File: src/hdl/ttc_pkg.sv
// Purpose: Constants for the timer three control block
// Assumes: 8-bit special function register port, system clock domain
// Notes: Bit positions follow the control register layout
package ttc_pkg;
	localparam logic [7:0] ttc_ctrl_addr = 8'h91;
	localparam logic [7:0] ttc_rll_addr = 8'h92;
	localparam logic [7:0] ttc_rlh_addr = 8'h93;
	localparam logic [7:0] ttc_cnl_addr = 8'h94;
	localparam logic [7:0] ttc_cnh_addr = 8'h95;
	localparam int ttc_hflag_bit = 7;
	localparam int ttc_lflag_bit = 6;
	localparam int ttc_lien_bit = 5;
	localparam int ttc_capen_bit = 4;
	localparam int ttc_split_bit = 3;
	localparam int ttc_run_bit = 2;
	localparam int ttc_xclk_bit = 0;
	localparam logic [7:0] ttc_byte_reset = 8'h00;
	localparam logic [7:0] ttc_byte_max = 8'hff;
	localparam int ttc_sys_div = 12;
	localparam logic [3:0] ttc_div_last = 4'(ttc_sys_div - 1);
	localparam int ttc_ext_div = 8;
	localparam logic [2:0] ttc_ext_last = 3'(ttc_ext_div - 1);
endpackage : ttc_pkg

File: src/hdl/ttc_timer_three_control.sv
// Purpose: Timer three control register, counters, reload and capture logic
// Assumes: External oscillator is asynchronous and much slower than clock
// Notes: Register port is a simple SFR style address/strobe interface
`timescale 1ns/1ps
module ttc_timer_three_control (
	input wire logic clock,
	input wire logic rst,
	input wire logic [7:0] sfr_addr,
	input wire logic sfr_wr,
	input wire logic [7:0] sfr_wdata,
	output logic [7:0] sfr_rdata,
	input wire logic ext_osc,
	input wire logic high_byte_clock_select,
	input wire logic low_byte_clock_select,
	input wire logic timer_int_enable,
	output logic irq
);
	logic [7:0] count_low_byte_r;
	logic [7:0] count_high_byte_r;
	logic [7:0] reload_low_byte_r;
	logic [7:0] reload_high_byte_r;
	logic high_byte_overflow_flag_r;
	logic low_byte_overflow_flag_r;
	logic low_byte_interrupt_enable_r;
	logic capture_mode_enable_r;
	logic split_mode_select_r;
	logic run_control_r;
	logic external_clock_select_r;
	logic [2:0] osc_sync_r;
	logic osc_level_r;
	logic [2:0] osc_div_r;
	logic ext_tick_r;
	logic cap_tick_r;
	logic [3:0] sys_div_r;
	logic sys_tick;
	logic sel_tick;
	logic low_tick;
	logic high_tick;
	logic low_wrap;
	logic high_wrap;
	logic high_set;
	logic low_set;
	logic wr_ctrl;
	logic [7:0] low_nxt;
	logic [7:0] high_nxt;

	assign wr_ctrl = sfr_wr && (sfr_addr == ttc_pkg::ttc_ctrl_addr);

	// Three-stage synchroniser; a level counts once stages two and three agree
	always_ff @(posedge clock or posedge rst)
	begin
		if (rst)
		begin
			osc_sync_r <= 3'h0;
			osc_level_r <= 1'b0;
		end
		else
		begin
			osc_sync_r <= {osc_sync_r[1:0], ext_osc};
			if (osc_sync_r[1] == osc_sync_r[2])
				osc_level_r <= osc_sync_r[2];
		end
	end

	// Divide by eight, emit one-cycle enables
	always_ff @(posedge clock or posedge rst)
	begin
		if (rst)
		begin
			osc_div_r <= 3'h0;
			ext_tick_r <= 1'b0;
			cap_tick_r <= 1'b0;
		end
		else
		begin
			ext_tick_r <= 1'b0;
			cap_tick_r <= 1'b0;
			if (osc_level_r != osc_sync_r[2] && osc_sync_r[1] == osc_sync_r[2] && osc_sync_r[2])
			begin
				osc_div_r <= osc_div_r + 3'h1;
				if (osc_div_r == ttc_pkg::ttc_ext_last)
					cap_tick_r <= 1'b1;
				// Rising edge of divided clock steps the counter, half way through the count of eight
				if (osc_div_r == (ttc_pkg::ttc_ext_last >> 1))
					ext_tick_r <= 1'b1;
			end
		end
	end

	always_ff @(posedge clock or posedge rst)
	begin
		if (rst)
			sys_div_r <= 4'h0;
		else if (sys_div_r == ttc_pkg::ttc_div_last)
			sys_div_r <= 4'h0;
		else
			sys_div_r <= sys_div_r + 4'h1;
	end
	assign sys_tick = (sys_div_r == ttc_pkg::ttc_div_last);

	assign sel_tick = external_clock_select_r ? ext_tick_r : sys_tick;

	// Per-byte override; both bytes share one source in 16-bit mode
	always_comb
	begin
		low_tick = low_byte_clock_select ? 1'b1 : sel_tick;
		high_tick = high_byte_clock_select ? 1'b1 : sel_tick;
		// Capture mode: the low byte never counts the external source
		if (capture_mode_enable_r)
			low_tick = low_byte_clock_select ? 1'b1 : sys_tick;
		if (split_mode_select_r)
		begin
			// Low byte free-running in split mode
			high_tick = high_tick && run_control_r;
		end
		else
		begin
			low_tick = low_tick && run_control_r;
			high_tick = low_tick;
		end
	end

	// Carry between bytes only in 16-bit mode
	assign low_wrap = low_tick && (count_low_byte_r == ttc_pkg::ttc_byte_max);
	assign high_wrap = split_mode_select_r ? (high_tick && (count_high_byte_r == ttc_pkg::ttc_byte_max))
		: (low_wrap && (count_high_byte_r == ttc_pkg::ttc_byte_max));

	always_comb
	begin
		low_nxt = count_low_byte_r;
		high_nxt = count_high_byte_r;
		if (split_mode_select_r)
		begin
			if (low_tick)
				low_nxt = low_wrap ? reload_low_byte_r : count_low_byte_r + 8'h01;
			if (high_tick)
				high_nxt = high_wrap ? reload_high_byte_r : count_high_byte_r + 8'h01;
		end
		else if (low_tick)
		begin
			if (high_wrap)
			begin
				low_nxt = reload_low_byte_r;
				high_nxt = reload_high_byte_r;
			end
			else
			begin
				low_nxt = count_low_byte_r + 8'h01;
				if (low_wrap)
					high_nxt = count_high_byte_r + 8'h01;
			end
		end
	end

	// Software writes to the count take effect over hardware stepping
	always_ff @(posedge clock or posedge rst)
	begin
		if (rst)
		begin
			count_low_byte_r <= ttc_pkg::ttc_byte_reset;
			count_high_byte_r <= ttc_pkg::ttc_byte_reset;
		end
		else
		begin
			count_low_byte_r <= (sfr_wr && sfr_addr == ttc_pkg::ttc_cnl_addr) ? sfr_wdata : low_nxt;
			count_high_byte_r <= (sfr_wr && sfr_addr == ttc_pkg::ttc_cnh_addr) ? sfr_wdata : high_nxt;
		end
	end

	always_ff @(posedge clock or posedge rst)
	begin
		if (rst)
		begin
			reload_low_byte_r <= ttc_pkg::ttc_byte_reset;
			reload_high_byte_r <= ttc_pkg::ttc_byte_reset;
		end
		else if (capture_mode_enable_r && cap_tick_r)
		begin
			reload_low_byte_r <= count_low_byte_r;
			reload_high_byte_r <= count_high_byte_r;
		end
		else
		begin
			if (sfr_wr && sfr_addr == ttc_pkg::ttc_rll_addr)
				reload_low_byte_r <= sfr_wdata;
			if (sfr_wr && sfr_addr == ttc_pkg::ttc_rlh_addr)
				reload_high_byte_r <= sfr_wdata;
		end
	end

	// High flag source; in capture mode only the capture sets it
	assign high_set = (high_wrap && !capture_mode_enable_r) || (capture_mode_enable_r && cap_tick_r);
	assign low_set = low_wrap;

	always_ff @(posedge clock or posedge rst)
	begin
		if (rst)
		begin
			high_byte_overflow_flag_r <= 1'b0;
			low_byte_overflow_flag_r <= 1'b0;
			low_byte_interrupt_enable_r <= 1'b0;
			capture_mode_enable_r <= 1'b0;
			split_mode_select_r <= 1'b0;
			run_control_r <= 1'b0;
			external_clock_select_r <= 1'b0;
		end
		else
		begin
			// Set beats write; only software clears
			if (high_set)
				high_byte_overflow_flag_r <= 1'b1;
			else if (wr_ctrl)
				high_byte_overflow_flag_r <= sfr_wdata[ttc_pkg::ttc_hflag_bit];
			if (low_set)
				low_byte_overflow_flag_r <= 1'b1;
			else if (wr_ctrl)
				low_byte_overflow_flag_r <= sfr_wdata[ttc_pkg::ttc_lflag_bit];
			if (wr_ctrl)
			begin
				low_byte_interrupt_enable_r <= sfr_wdata[ttc_pkg::ttc_lien_bit];
				capture_mode_enable_r <= sfr_wdata[ttc_pkg::ttc_capen_bit];
				split_mode_select_r <= sfr_wdata[ttc_pkg::ttc_split_bit];
				run_control_r <= sfr_wdata[ttc_pkg::ttc_run_bit];
				external_clock_select_r <= sfr_wdata[ttc_pkg::ttc_xclk_bit];
			end
		end
	end

	// Interrupt request is a level held by the flags
	assign irq = timer_int_enable && (high_byte_overflow_flag_r
		|| (low_byte_interrupt_enable_r && low_byte_overflow_flag_r));

	// Bit 1 and unmapped addresses read zero
	always_comb
	begin
		sfr_rdata = 8'h00;
		case (sfr_addr)
			ttc_pkg::ttc_ctrl_addr: sfr_rdata = {high_byte_overflow_flag_r, low_byte_overflow_flag_r,
				low_byte_interrupt_enable_r, capture_mode_enable_r, split_mode_select_r, run_control_r,
				1'b0, external_clock_select_r};
			ttc_pkg::ttc_rll_addr: sfr_rdata = reload_low_byte_r;
			ttc_pkg::ttc_rlh_addr: sfr_rdata = reload_high_byte_r;
			ttc_pkg::ttc_cnl_addr: sfr_rdata = count_low_byte_r;
			ttc_pkg::ttc_cnh_addr: sfr_rdata = count_high_byte_r;
			default: sfr_rdata = 8'h00;
		endcase
	end
endmodule : ttc_timer_three_control

File: config.mk
export PLATFORM = sky130hd
export DESIGN_NAME = ttc_timer_three_control
export DESIGN_NICKNAME = d
export VERILOG_FILES = /design/src/hdl/ttc_pkg.sv /design/src/hdl/ttc_timer_three_control.sv
export SDC_FILE = /design/constraint.sdc
export NUM_CORES = 1
export LEC_CHECK = 0
export ABC_AREA = 1
export BUFFER_PORTS_ARGS = -buffer_cell sky130_fd_sc_hd__buf_2
export CAP_MARGIN = 25
export CORE_MARGIN = 2
export CORE_UTILIZATION = 40
export DETAILED_ROUTE_END_ITERATION = 7
export PLACE_DENSITY = 0.68
export SLEW_MARGIN = 20
export SYNTH_ARGS = -nofsm -noshare
export SYNTH_HDL_FRONTEND = slang
export SYNTH_SLANG_ARGS = --single-unit
File: constraint.sdc
create_clock -name clock -period 3.5 [get_ports clock]
set_input_delay 0.525 -clock clock [delete_from_list [all_inputs] [get_ports clock]]
set_output_delay 0.525 -clock clock [all_outputs]
set_load 0.01 [all_outputs]
# Word level (Yosys, flattened, before mapping)
# Cells that the tools add are included.
dict set report totals {
  mem_bits_rw 0
  mem_bits_ro 0
  regBits 52
  output_inout_bits 9
  input_bits 23
  mem_count 0
  elab_cells 96
  latchBits 0
}
dict set report op_classes {
  n_mul 0
  n_mux 35
  order_cmp 0
  n_div 0
  reduce_logical 27
  bitwise 0
  shift 0
  add_sub_neg 4
  n_eq_ne 13
}
# operator n
set op_table {}
lappend op_table {{two-way mux 8 bit} 17}
lappend op_table {{equality test 8 bit (second input constant)} 7}
lappend op_table {{one-hot mux 8 bit (5 select lines)} 1}
lappend op_table {{adder 8 x 1 -> 8 bit (second input constant)} 2}
lappend op_table {{logical AND 1 bit} 16}
lappend op_table {{two-way mux 1 bit} 16}
lappend op_table {{nonzero test 2 bit} 5}
lappend op_table {{adder 4 x 1 -> 4 bit (second input constant)} 1}
lappend op_table {{equality test 4 bit (second input constant)} 1}
lappend op_table {{two-way mux 4 bit} 1}
lappend op_table {{nonzero test 4 bit} 1}
lappend op_table {{adder 3 x 1 -> 3 bit (second input constant)} 1}
lappend op_table {{equality test 3 x 2 -> 1 bit (second input constant)} 1}
lappend op_table {{equality test 3 bit (second input constant)} 1}
lappend op_table {{inequality test 3 x 1 -> 1 bit (second input constant)} 1}
lappend op_table {{AND reduction 3 bit} 1}
lappend op_table {{nonzero test 3 bit} 1}
lappend op_table {{logical OR 1 bit} 2}
lappend op_table {{equality test 1 bit} 1}
lappend op_table {{zero test 1 bit} 1}
lappend op_table {{inequality test 1 bit} 1}

# Longest topological paths before layout
# Gate-level depths: netlist (run 1).
dict set report logic_depth {
  depth_word 13
  depth_mapped 14
  depth_no_buf 13
}

# Least setup slack after synthesis (run 1)
# No wires, ideal clock.
dict set report synth_path {
  path_type {in2out}
  start {in sfr_addr[5]}
  end {out sfr_rdata[4]}
  path_slack_ns 1.458
  required_ns 2.975
  path_stages 7
  arrival_ns 1.517
  path_cell_list {nor2_1 -> nand3_2 -> nor4_4 -> inv_2 -> o22ai_1 -> a21oi_1 -> nand3_1}
}
dict set report synth_via {
  elab_chain_len 2
}
# element line_no
set synth_lines {}
lappend synth_lines {{start, declared} ttc_timer_three_control.sv:8} ;# input wire logic [7:0] sfr_addr,
lappend synth_lines {{equality test 8 bit} ttc_timer_three_control.sv:237} ;# case (sfr_addr)
lappend synth_lines {{one-hot mux 8 bit (5 select lines) *} ttc_timer_three_control.sv:237}
lappend synth_lines {{end, declared} ttc_timer_three_control.sv:11} ;# output logic [7:0] sfr_rdata,
# Every way passes the cells marked *; elsewhere a longest branch is shown, timed or not.

# Worst setup path in the final report (run 1)
dict set report layout_path {
  start {in sfr_addr[5]}
  end {out sfr_rdata[6]}
}
# The elaborated chain is that of the path after synthesis.

==> run summary, run 1 <==
DRT iter0 DRCs - 386
Avg Cell Area, Syn - 7.46 um2
Io pins - 32
Starting Density - 0.416
CTS tree - yes
RePlAce Congestion - 0.920
Routed vias/inst - 5.73
DR DRC count - 0
Synthesis-to-layout area growth - 9.31%
Worst-Margin Slew - 0.904 ns
WHS - 0.289 ns
CTS Hold Buffers Added - 0
Critical path required time - 2.97 ns
Row Count - 33
Worst r2r src - sys_div_r[0]$_DFF_PP0_
Post-Syn Area - 3450 um2
Ys async rst share - 1.00
Ant diodes - 0
H-tree depth - 2
Area of the multi-input gates - 1820 um2
Number of flops mapped to enable cells by yosys - 0
Post-CTS sizing - 0
CTS max path bufs - 2
Sequential cell area - 1300 um2
Util after Layout - 0.455
Post-Route Setup TNS - 0 ns
Critical Path Start - sfr_addr[5]
Post-synthesis instance total - 463
Via count - 3,422
# Max-Cap Violations - 0
Status - complete, no violations
Hpwl dp - 7190 um
Sequential fraction of the synthesis area - 0.377
Synth cell types - 43
Largest net degree at the start of global routing - 53
Fillers - 854
Slew Viols, Final - 0
Core area - 8300 um2
CP arrival - 2.15 ns
Maximum fanout along the worst path - 17
CTS root buf - clkbuf_8
GR Util All Layers - 0.211
Pre-CTS WS - 0.821 ns
Min-Delay Path Class - input port to async pin
Final Non-Filler Cells - 597
Max_slew headroom - 0.393
Flops & latches, synth - 52
Worst setup SP type - input port
Postcts setup bufs - 0
Final net count - 520
Yosys warns - 0
Design Power - 1.43 mW
Initial antenna violation count - 0
Setup ws final - 0.828 ns
Peak supply drop - 0.179 mV
Remaining antenna violation count - 0
Routed length per instance - 16.5 um
Tcrit/Tclk final - 0.763
Die area - 9390 um2
First-pass GRT wire length - 16,200 um
Crit Path Class - input port to output port
Final Hold Viols - 0
GRT overflow - 0
Placed instance area - 3680 um2
Layout cells sized above 1 - 0.126
Endpoints failing setup - 0
Setup crit end kind - output port
Vert. Die Dim - 96.9 um
Post-placement cell count - 589
Num CTS Buffers - 5
Final instance area - 3770 um2
Syn Nets - 492
Clock Sinks - 52
Fin Clk Skew - 0.00780 ns
WL final - 9860 um
Later-pin clock latency in the skew report - 0.32 ns
Port Buf Inserts - 31
Clk slew on worst S/H paths - 0.10 ns
F_max - 374 MHz
P_leak - 1.99 nW
Number of global-route vias before repair - 3,232
Die width - 96.9 um
Drt pass-1 iters - 5
Min Tclk post-route - 2.67 ns
RSZ-0062 raised after global routing - false
Most used flip-flop cell after synthesis - dfrtp_1
PD cells - 378 nW/um2
==> synth_stat cells (3+ instances only) <==
master	instances	area (um2)
a21oi_1	20	100
a22oi_1	8	60.1
buf_4	4	30.0
clkbuf_1	3	11.3
dfrtp_1	52	1300
ha_1	6	75.1
inv_1	67	251
nand2_1	129	484
nand3_1	54	270
nand4_1	11	68.8
nor2_1	21	78.8
nor3_1	3	15.0
o211ai_1	14	105
o21ai_0	14	70.1
o221ai_1	6	52.6
o22ai_1	7	43.8
xor2_1	8	70.1
==> critical path, cell delays in order <==
cell and delay (ns):
buf_2 0.09, nor2_1 0.12, nand3_2 0.17, nor4_4 0.72, nand2_1 0.10, o21ai_0 0.11
inv_1 0.06, o2111ai_1 0.08, buf_2 0.17
==> area by class of cell <==
class,instances,area share
Clock buffer,5,0.0182
Clock inverter,3,0.00696
Inverter,71,0.0713
Multi-Input combinational cell,330,0.483
Sequential cell,52,0.345
Tap cell,105,0.0348
Timing Repair Buffer,31,0.0411
==> layout by cell type (no fill, tap or decap), types with 11 or more instances in the layout <==
| cell | netlist | final |
|---|---|---|
| a21oi_1 | 20 | 20 |
| buf_2 | 2 | 31 |
| dfrtp_1 | 52 | 52 |
| inv_1 | 67 | 66 |
| nand2_1 | 129 | 129 |
| nand3_1 | 54 | 54 |
| nand4_1 | 11 | 11 |
| nor2_1 | 21 | 21 |
| o211ai_1 | 14 | 14 |
| o21ai_0 | 14 | 14 |
==> final timing paths <==
path,endpoint,slack (ns),cells past startpoint
worst max-delay path,sfr_rdata[6],0.83,9
worst min-delay path,osc_sync_r[0]$_DFF_PP0_,0.29,2
worst max register to register,count_high_byte_r[6]$_DFFE_PP0P_,1.17,11
worst min register to register,osc_sync_r[1]$_DFF_PP0_,0.37,0
max in group asynchronous,count_low_byte_r[0]$_DFFE_PP0P_,2.78,2
min in group clock,osc_sync_r[0]$_DFF_PP0_,0.30,1
==> kinds of logic (layout without fill, tap and decap cells) <==
family                     Yosys count  in the layout  synth area share
and+or+nand+nor                    239            239             0.336
buffers and inverters               81            110            0.0953
AOI/OAI and AO/OA                   73             73             0.139
DFF                                 52             52             0.377
xor gates and xnor gates            10             10            0.0254
adders and majority gates            7              7            0.0246
muxes                                1              1           0.00326
==> sequential cells by signal, indices dropped and copies added, names as in the netlist <==
name                         flops
count_low_byte_r                 8
reload_low_byte_r                8
run_control_r                    1
osc_div_r                        3
sys_div_r                        4
cap_tick_r                       1
low_byte_overflow_flag_r         1
count_high_byte_r                8
osc_level_r                      1
split_mode_select_r              1
high_byte_overflow_flag_r        1
capture_mode_enable_r            1
osc_sync_r                       3
low_byte_interrupt_enable_r      1
external_clock_select_r          1
ext_tick_r                       1
reload_high_byte_r               8
==> per-layer routing <==
metal	global-route usage	share of wire	vias to the layer above
li1	-	-	1591
met2	0.334	0.45	196
met1	0.303	0.45	1617
met5	0	0	-
met4	0.0596	0.021	0
met3	0.0275	0.075	18
==> power breakdown <==
part	total (mW)	internal (mW)	switching, mW
registers	0.755	0.671	0.0847
logic	0.298	0.117	0.180
clock network	0.373	0.146	0.227
(Power assumes the default switching activity.)
==> run 2, diff against run 1 <==
- clock period: 3.5 -> 2.46 ns (I/O delays scaled with it)
==> run 2 against run 1 <==
  * Clock power up 42%
  * Final area up 2.5%
  * Worst setup slack got worse by 0.49 ns
  * Sequential power is 42% higher
  * Via count grew 0.61%
  * Critical path depth stayed put
  * First-iteration DRC count shrank 23%
  * Global-route usage shrank 0.23 points
  * Sequential cell count is the same
  * Worst hold slack lost 0.22 ns
==> run summary, run 2 (synthesized netlist as in run 1, its figures left out) <==
Post-Route Setup TNS - 0 ns
Reg2reg setup slack - 0.34 ns
Remaining antenna violation count - 0
Fin Clk Skew - 0.0110 ns
Initial antenna violation count - 0
Placed instance area - 3770 um2
Tcrit/Tclk final - 0.864
P_leak - 2.05 nW
Int Pwr - 1.35 mW
Commonest non-fill, non-tap cell in the layout - nand2_1
Later-pin clock latency in the skew report - 0.32 ns
Routed vias/inst - 5.66
Endpoints failing setup - 0
Row Count - 33
Number of global-route vias before repair - 3,286
Post-CTS sizing - 0
Io pins - 32
Setup ws final - 0.334 ns
WL final - 9740 um
Synthesis-to-layout area growth - 12.0%
Cells on worst reg2reg path - 14
Die width - 96.9 um
Ant diodes - 0
Final Hold Viols - 0
Setup crit end kind - output port
GRT overflow - 0
Worst-Margin Slew - 0.669 ns
# Max-Cap Violations - 0
Status - complete, no violations
First-pass GRT wire length - 16,200 um
Final instance area - 3870 um2
Die area - 9390 um2
Max_slew headroom - 0.552
Clock Sinks - 52
Combinational fraction of design power - 0.224
PD cells - 532 nW/um2
CTS tree - yes
Min Tclk post-route - 2.13 ns
Hpwl dp - 7400 um
Worst setup endpoint - sfr_rdata[0]
Worst r2r src - sys_div_r[0]$_DFF_PP0_
Clk slew on worst S/H paths - 0.10 ns
Fillers - 814
Starting Density - 0.416
Sw Pwr - 0.708 mW
Worst setup SP type - input port
H-tree depth - 2
Critical path required time - 2.09 ns
CP arrival - 1.76 ns
Maximum fanout along the worst path - 6
DR DRC count - 0
Sequential power share - 0.518
Pre-CTS WS - 0.360 ns
Crit Path Class - input port to output port
Core area - 8300 um2
Port Buf Inserts - 31
Layout cells sized above 1 - 0.145
Slew Viols, Final - 0
Design Power - 2.06 mW
Routed length per instance - 16.0 um
Postcts setup bufs - 0
Largest net degree at the start of global routing - 32
DRT iter0 DRCs - 298
F_max - 470 MHz
RePlAce Congestion - 0.952
CTS Hold Buffers Added - 0
Clock power frac - 0.258
Drt pass-1 iters - 5
Util after Layout - 0.466
Final net count - 531
CTS root buf - clkbuf_8
RSZ-0062 raised after global routing - false
Sw Share - 0.345
Num CTS Buffers - 5
Critical Path Start - sfr_addr[5]
Via count - 3,443
Vert. Die Dim - 96.9 um
CTS max path bufs - 2
RR Endpoint - count_low_byte_r[3]$_DFFE_PP0P_
GR Util All Layers - 0.209
Peak supply drop - 0.254 mV
Commonest cells after routing, fill and taps aside - nand2_1, inv_1, nand3_1
Min-Delay Path Class - input port to async pin
## run 2: cell types whose count changed in the layout (fill, tap and decap cells not counted), sizes merged
cell / change
buf: +11
## run 2: power by group through the flow
| stage | clock network [mW] | logic (mW) | registers [mW] |
|---|---|---|---|
| 3_3_place_gp | 0 | 0.447 | 1.07 |
| 2_1_floorplan | 0 | 0.328 | 1.05 |
| 3_5_place_dp | 0 | 0.459 | 1.08 |
| 4_1_cts | 0.535 | 0.461 | 1.06 |
| 6_report | 0.530 | 0.460 | 1.07 |
| 5_1_grt | 0.578 | 0.533 | 1.08 |
## run 2: final cells by class
type                            instances  area, um2  share of cell area
Clock buffer                            5       68.8              0.0178
Clock inverter                          3       26.3             0.00680
Inverter                               71        267              0.0689
Multi-Input combinational cell        330       1820               0.471
Sequential cell                        52       1300               0.337
Tap cell                              105        131              0.0340
Timing Repair Buffer                   42        250              0.0647
## run 2: stage by stage
| step | cells | hold WS [ns] |
|---|---|---|
| 3_5_place_dp | 600 | 0.339 |
| 2_1_floorplan | 463 | 0.331 |
| 5_1_grt | 608 | 0.118 |
| 4_1_cts | 608 | 0.0894 |
| 6_report | 608 | 0.0656 |
| 3_3_place_gp | 600 | 0.333 |
## run 2: worst min-delay path by stage
stage	startpoint	end	slack (ns)	cells past startpoint
detailed placement	osc_sync_r[0]$_DFF_PP0_	osc_sync_r[1]$_DFF_PP0_	0.34	0
floorplan	osc_sync_r[0]$_DFF_PP0_	osc_sync_r[1]$_DFF_PP0_	0.33	0
finish	rst	low_byte_interrupt_enable_r$_DFFE_PP0P_	0.07	2
global route	rst	count_high_byte_r[5]$_DFFE_PP0P_	0.12	2
CTS	rst	reload_high_byte_r[6]$_DFFE_PP0P_	0.09	2
global placement	osc_sync_r[0]$_DFF_PP0_	osc_sync_r[1]$_DFF_PP0_	0.33	0
## run 2: critical path, cell delays in order
cell and delay, ns:
buf_2 0.09, nor2_1 0.12, nand3_2 0.16, nor4_1 0.23, nand2_1 0.26, o21ai_0 0.22
a21oi_1 0.06, o211ai_1 0.09, buf_2 0.16
## run 2: layer usage
metal / up-vias / track usage / part of all wire
li1: 1631 / - / -
met1: 1603 / 0.298 / 0.44
met2: 179 / 0.317 / 0.44
met3: 30 / 0.0368 / 0.088
met4: 0 / 0.0748 / 0.032
met5: - / 0 / 0
==> run 3, diff against run 2 <==
- ABC_AREA: 1 -> default
- PLACE_DENSITY: 0.68 -> 0.69
==> run 3 against run 2 <==
  * Utilization hardly changed
  * Die area is 6.4% lower
  * Highest routed layer unchanged
  * Total power is 20% higher
  * Wire length is 11% lower
  * Maximum frequency is 8.2% lower
  * Register-to-register slack worse by 0.20 ns
  * Synthesized area is 6.7% lower
==> run summary, run 3 <==
Setup ws final - 0.143 ns
CTS max path bufs - 2
Row Count - 32
Commonest non-fill, non-tap cell in the layout - dfrtp_1
Util after Layout - 0.466
Die width - 93.7 um
Min-Delay Path Class - input port to async pin
Post-CTS sizing - 0
Min Tclk post-route - 2.32 ns
Most used flip-flop cell after synthesis - dfrtp_1
Number of global-route vias before repair - 2,781
Via count - 2,877
Ys async rst share - 1.00
CP arrival - 2.55 ns
Clk slew on worst S/H paths - 0.10 ns
RSZ-0062 raised after global routing - false
Routed length per instance - 17.6 um
Num CTS Buffers - 5
Worst setup SP type - flip-flop
Sequential fraction of the synthesis area - 0.404
Placed instance area - 3510 um2
Reg2reg setup slack - 0.14 ns
Max_slew headroom - 0.588
Maximum fanout along the worst path - 9
F_max - 432 MHz
Top-count cell post-synth - dfrtp_1
Critical Path Start - sys_div_r[0]$_DFF_PP0_
WL final - 8640 um
Initial antenna violation count - 0
Peak supply drop - 0.404 mV
Remaining antenna violation count - 0
Final instance area - 3620 um2
PD cells - 679 nW/um2
CTS root buf - clkbuf_8
Yosys warns - 0
Post-Syn Area - 3220 um2
Commonest cells after routing, fill and taps aside - dfrtp_1, nand2_1, o21ai_0
Status - complete, no violations
DR DRC count - 0
GR Util All Layers - 0.210
Largest net degree at the start of global routing - 29
H-tree depth - 2
Postcts setup bufs - 0
DRT iter0 DRCs - 235
Die area - 8790 um2
CP cell instances - ha_1 -> and3b_1 -> a211o_1 -> a41oi_4 -> or2_1 -> mux2i_1 -> a221oi_2
P_leak - 1.61 nW
Core area - 7770 um2
Synth cell types - 48
Endpoints failing setup - 0
Post-synthesis instance total - 357
Post-synth top area share - 0.404
Setup crit end kind - flip-flop
Later-pin clock latency in the skew report - 0.32 ns
Synth area leaders - dfrtp_1, mux2i_1, o21ai_0
Flops & latches, synth - 52
Starting Density - 0.415
Number of flops mapped to enable cells by yosys - 0
Cell taking the most area after synthesis - dfrtp_1
Slew Viols, Final - 0
Crit Path Class - flip-flop to flip-flop
# Max-Cap Violations - 0
Routed vias/inst - 5.86
Critical path required time - 2.70 ns
Final net count - 417
Fin Clk Skew - 0.00806 ns
CTS Hold Buffers Added - 0
Tcrit/Tclk final - 0.942
Top cells by count, synth - dfrtp_1, nand2_1, o21ai_0
Synthesis-to-layout area growth - 12.4%
Io pins - 32
Post-Route Setup TNS - 0 ns
RePlAce Congestion - 0.925
Ant diodes - 0
First-pass GRT wire length - 14,400 um
CTS tree - yes
Worst-Margin Slew - 0.618 ns
Layout cells sized above 1 - 0.172
Hpwl dp - 6190 um
Final Hold Viols - 0
Crit-path max cell delay - 0.40 ns
Clock Sinks - 52
GRT overflow - 0
Port Buf Inserts - 31
Vert. Die Dim - 93.7 um
Pre-CTS WS - 0.0623 ns
Drt pass-1 iters - 6
Avg Cell Area, Syn - 9.02 um2
Critical path's slowest cell - dfrtp_1
Syn Nets - 386
Worst r2r src - sys_div_r[0]$_DFF_PP0_
[run 3: cell count changes after synthesis, moves of 7 or more]
cell      before  now
o211ai_1      14    4
nand3_1       54   16
mux2_2         1    9
o21ai_0       14   39
mux2i_1        0   24
inv_1         67    9
nand2_1      129   50
clkbuf_1       3   13
nand4_1       11    3
and3_1         0    7
o22ai_1        7    0
a21oi_1       20    9
[run 3: cell families (layout without fill, tap and decap cells)]
group | count (synthesis) | after routing | synth area share
AO/OA/AOI/OAI | 91 | 91 | 0.185
XOR/XNOR | 11 | 11 | 0.0299
adder cells (fa/ha/maj) | 7 | 7 | 0.0264
buffers and inverters | 30 | 62 | 0.0400
flip-flops | 52 | 52 | 0.404
multiplexers | 33 | 33 | 0.106
AND/OR/NAND/NOR | 133 | 133 | 0.209
[run 3: path summary, 6_finish.rpt]
path,cells past startpoint,end
hold reg to reg,0,osc_sync_r[1]$_DFF_PP0_
min in group clock,1,osc_sync_r[0]$_DFF_PP0_
hold / removal,2,reload_high_byte_r[1]$_DFFE_PP0P_
setup / recovery,7,count_low_byte_r[3]$_DFFE_PP0P_
setup reg to reg,7,count_low_byte_r[3]$_DFFE_PP0P_
max in group asynchronous,3,osc_sync_r[2]$_DFF_PP0_
[run 3: critical path, delay by kind of cell (launching register included)]
kind | cells | cell delay, ns
AO/OA/AOI/OAI | 3 | 0.85
adder cells (fa/ha/maj) | 1 | 0.24
flip-flops | 1 | 0.40
multiplexers | 1 | 0.17
AND/OR/NAND/NOR | 2 | 0.58
[run 3: layout make-up]
class	instances	area [um2]
Clock buffer	6	72.6
Fill cell	757	4150
Inverter	9	33.8
Timing Repair Buffer	45	260
Clock inverter	2	35.0
Sequential cell	52	1300
Tap cell	102	128
Multi-Input combinational cell	275	1790
[run 3: report_power, final]
| part | switching [mW] | internal (mW) | total [mW] |
|---|---|---|---|
| logic | 0.339 | 0.318 | 0.657 |
| registers | 0.207 | 0.987 | 1.19 |
| clock network | 0.304 | 0.303 | 0.607 |
[run 3: metrics by stage]
stage          power, mW  hold WS, ns  instances
2_1_floorplan       1.65        0.331        357
3_3_place_gp        1.82        0.333        483
3_5_place_dp        1.85        0.341        483
4_1_cts             2.45        0.141        491
5_1_grt             2.62        0.157        491
6_report            2.46        0.114        491
[run 3: per-layer routing]
layer | vias to the layer above | share of wire | global-route usage | routed length, um
met4 | 0 | 0.015 | 0.0652 | 132
met5 | - | 0 | 0 | 0
met3 | 12 | 0.075 | 0.0345 | 647
met2 | 122 | 0.47 | 0.348 | 4090
li1 | 1353 | - | - | -
met1 | 1390 | 0.44 | 0.282 | 3770
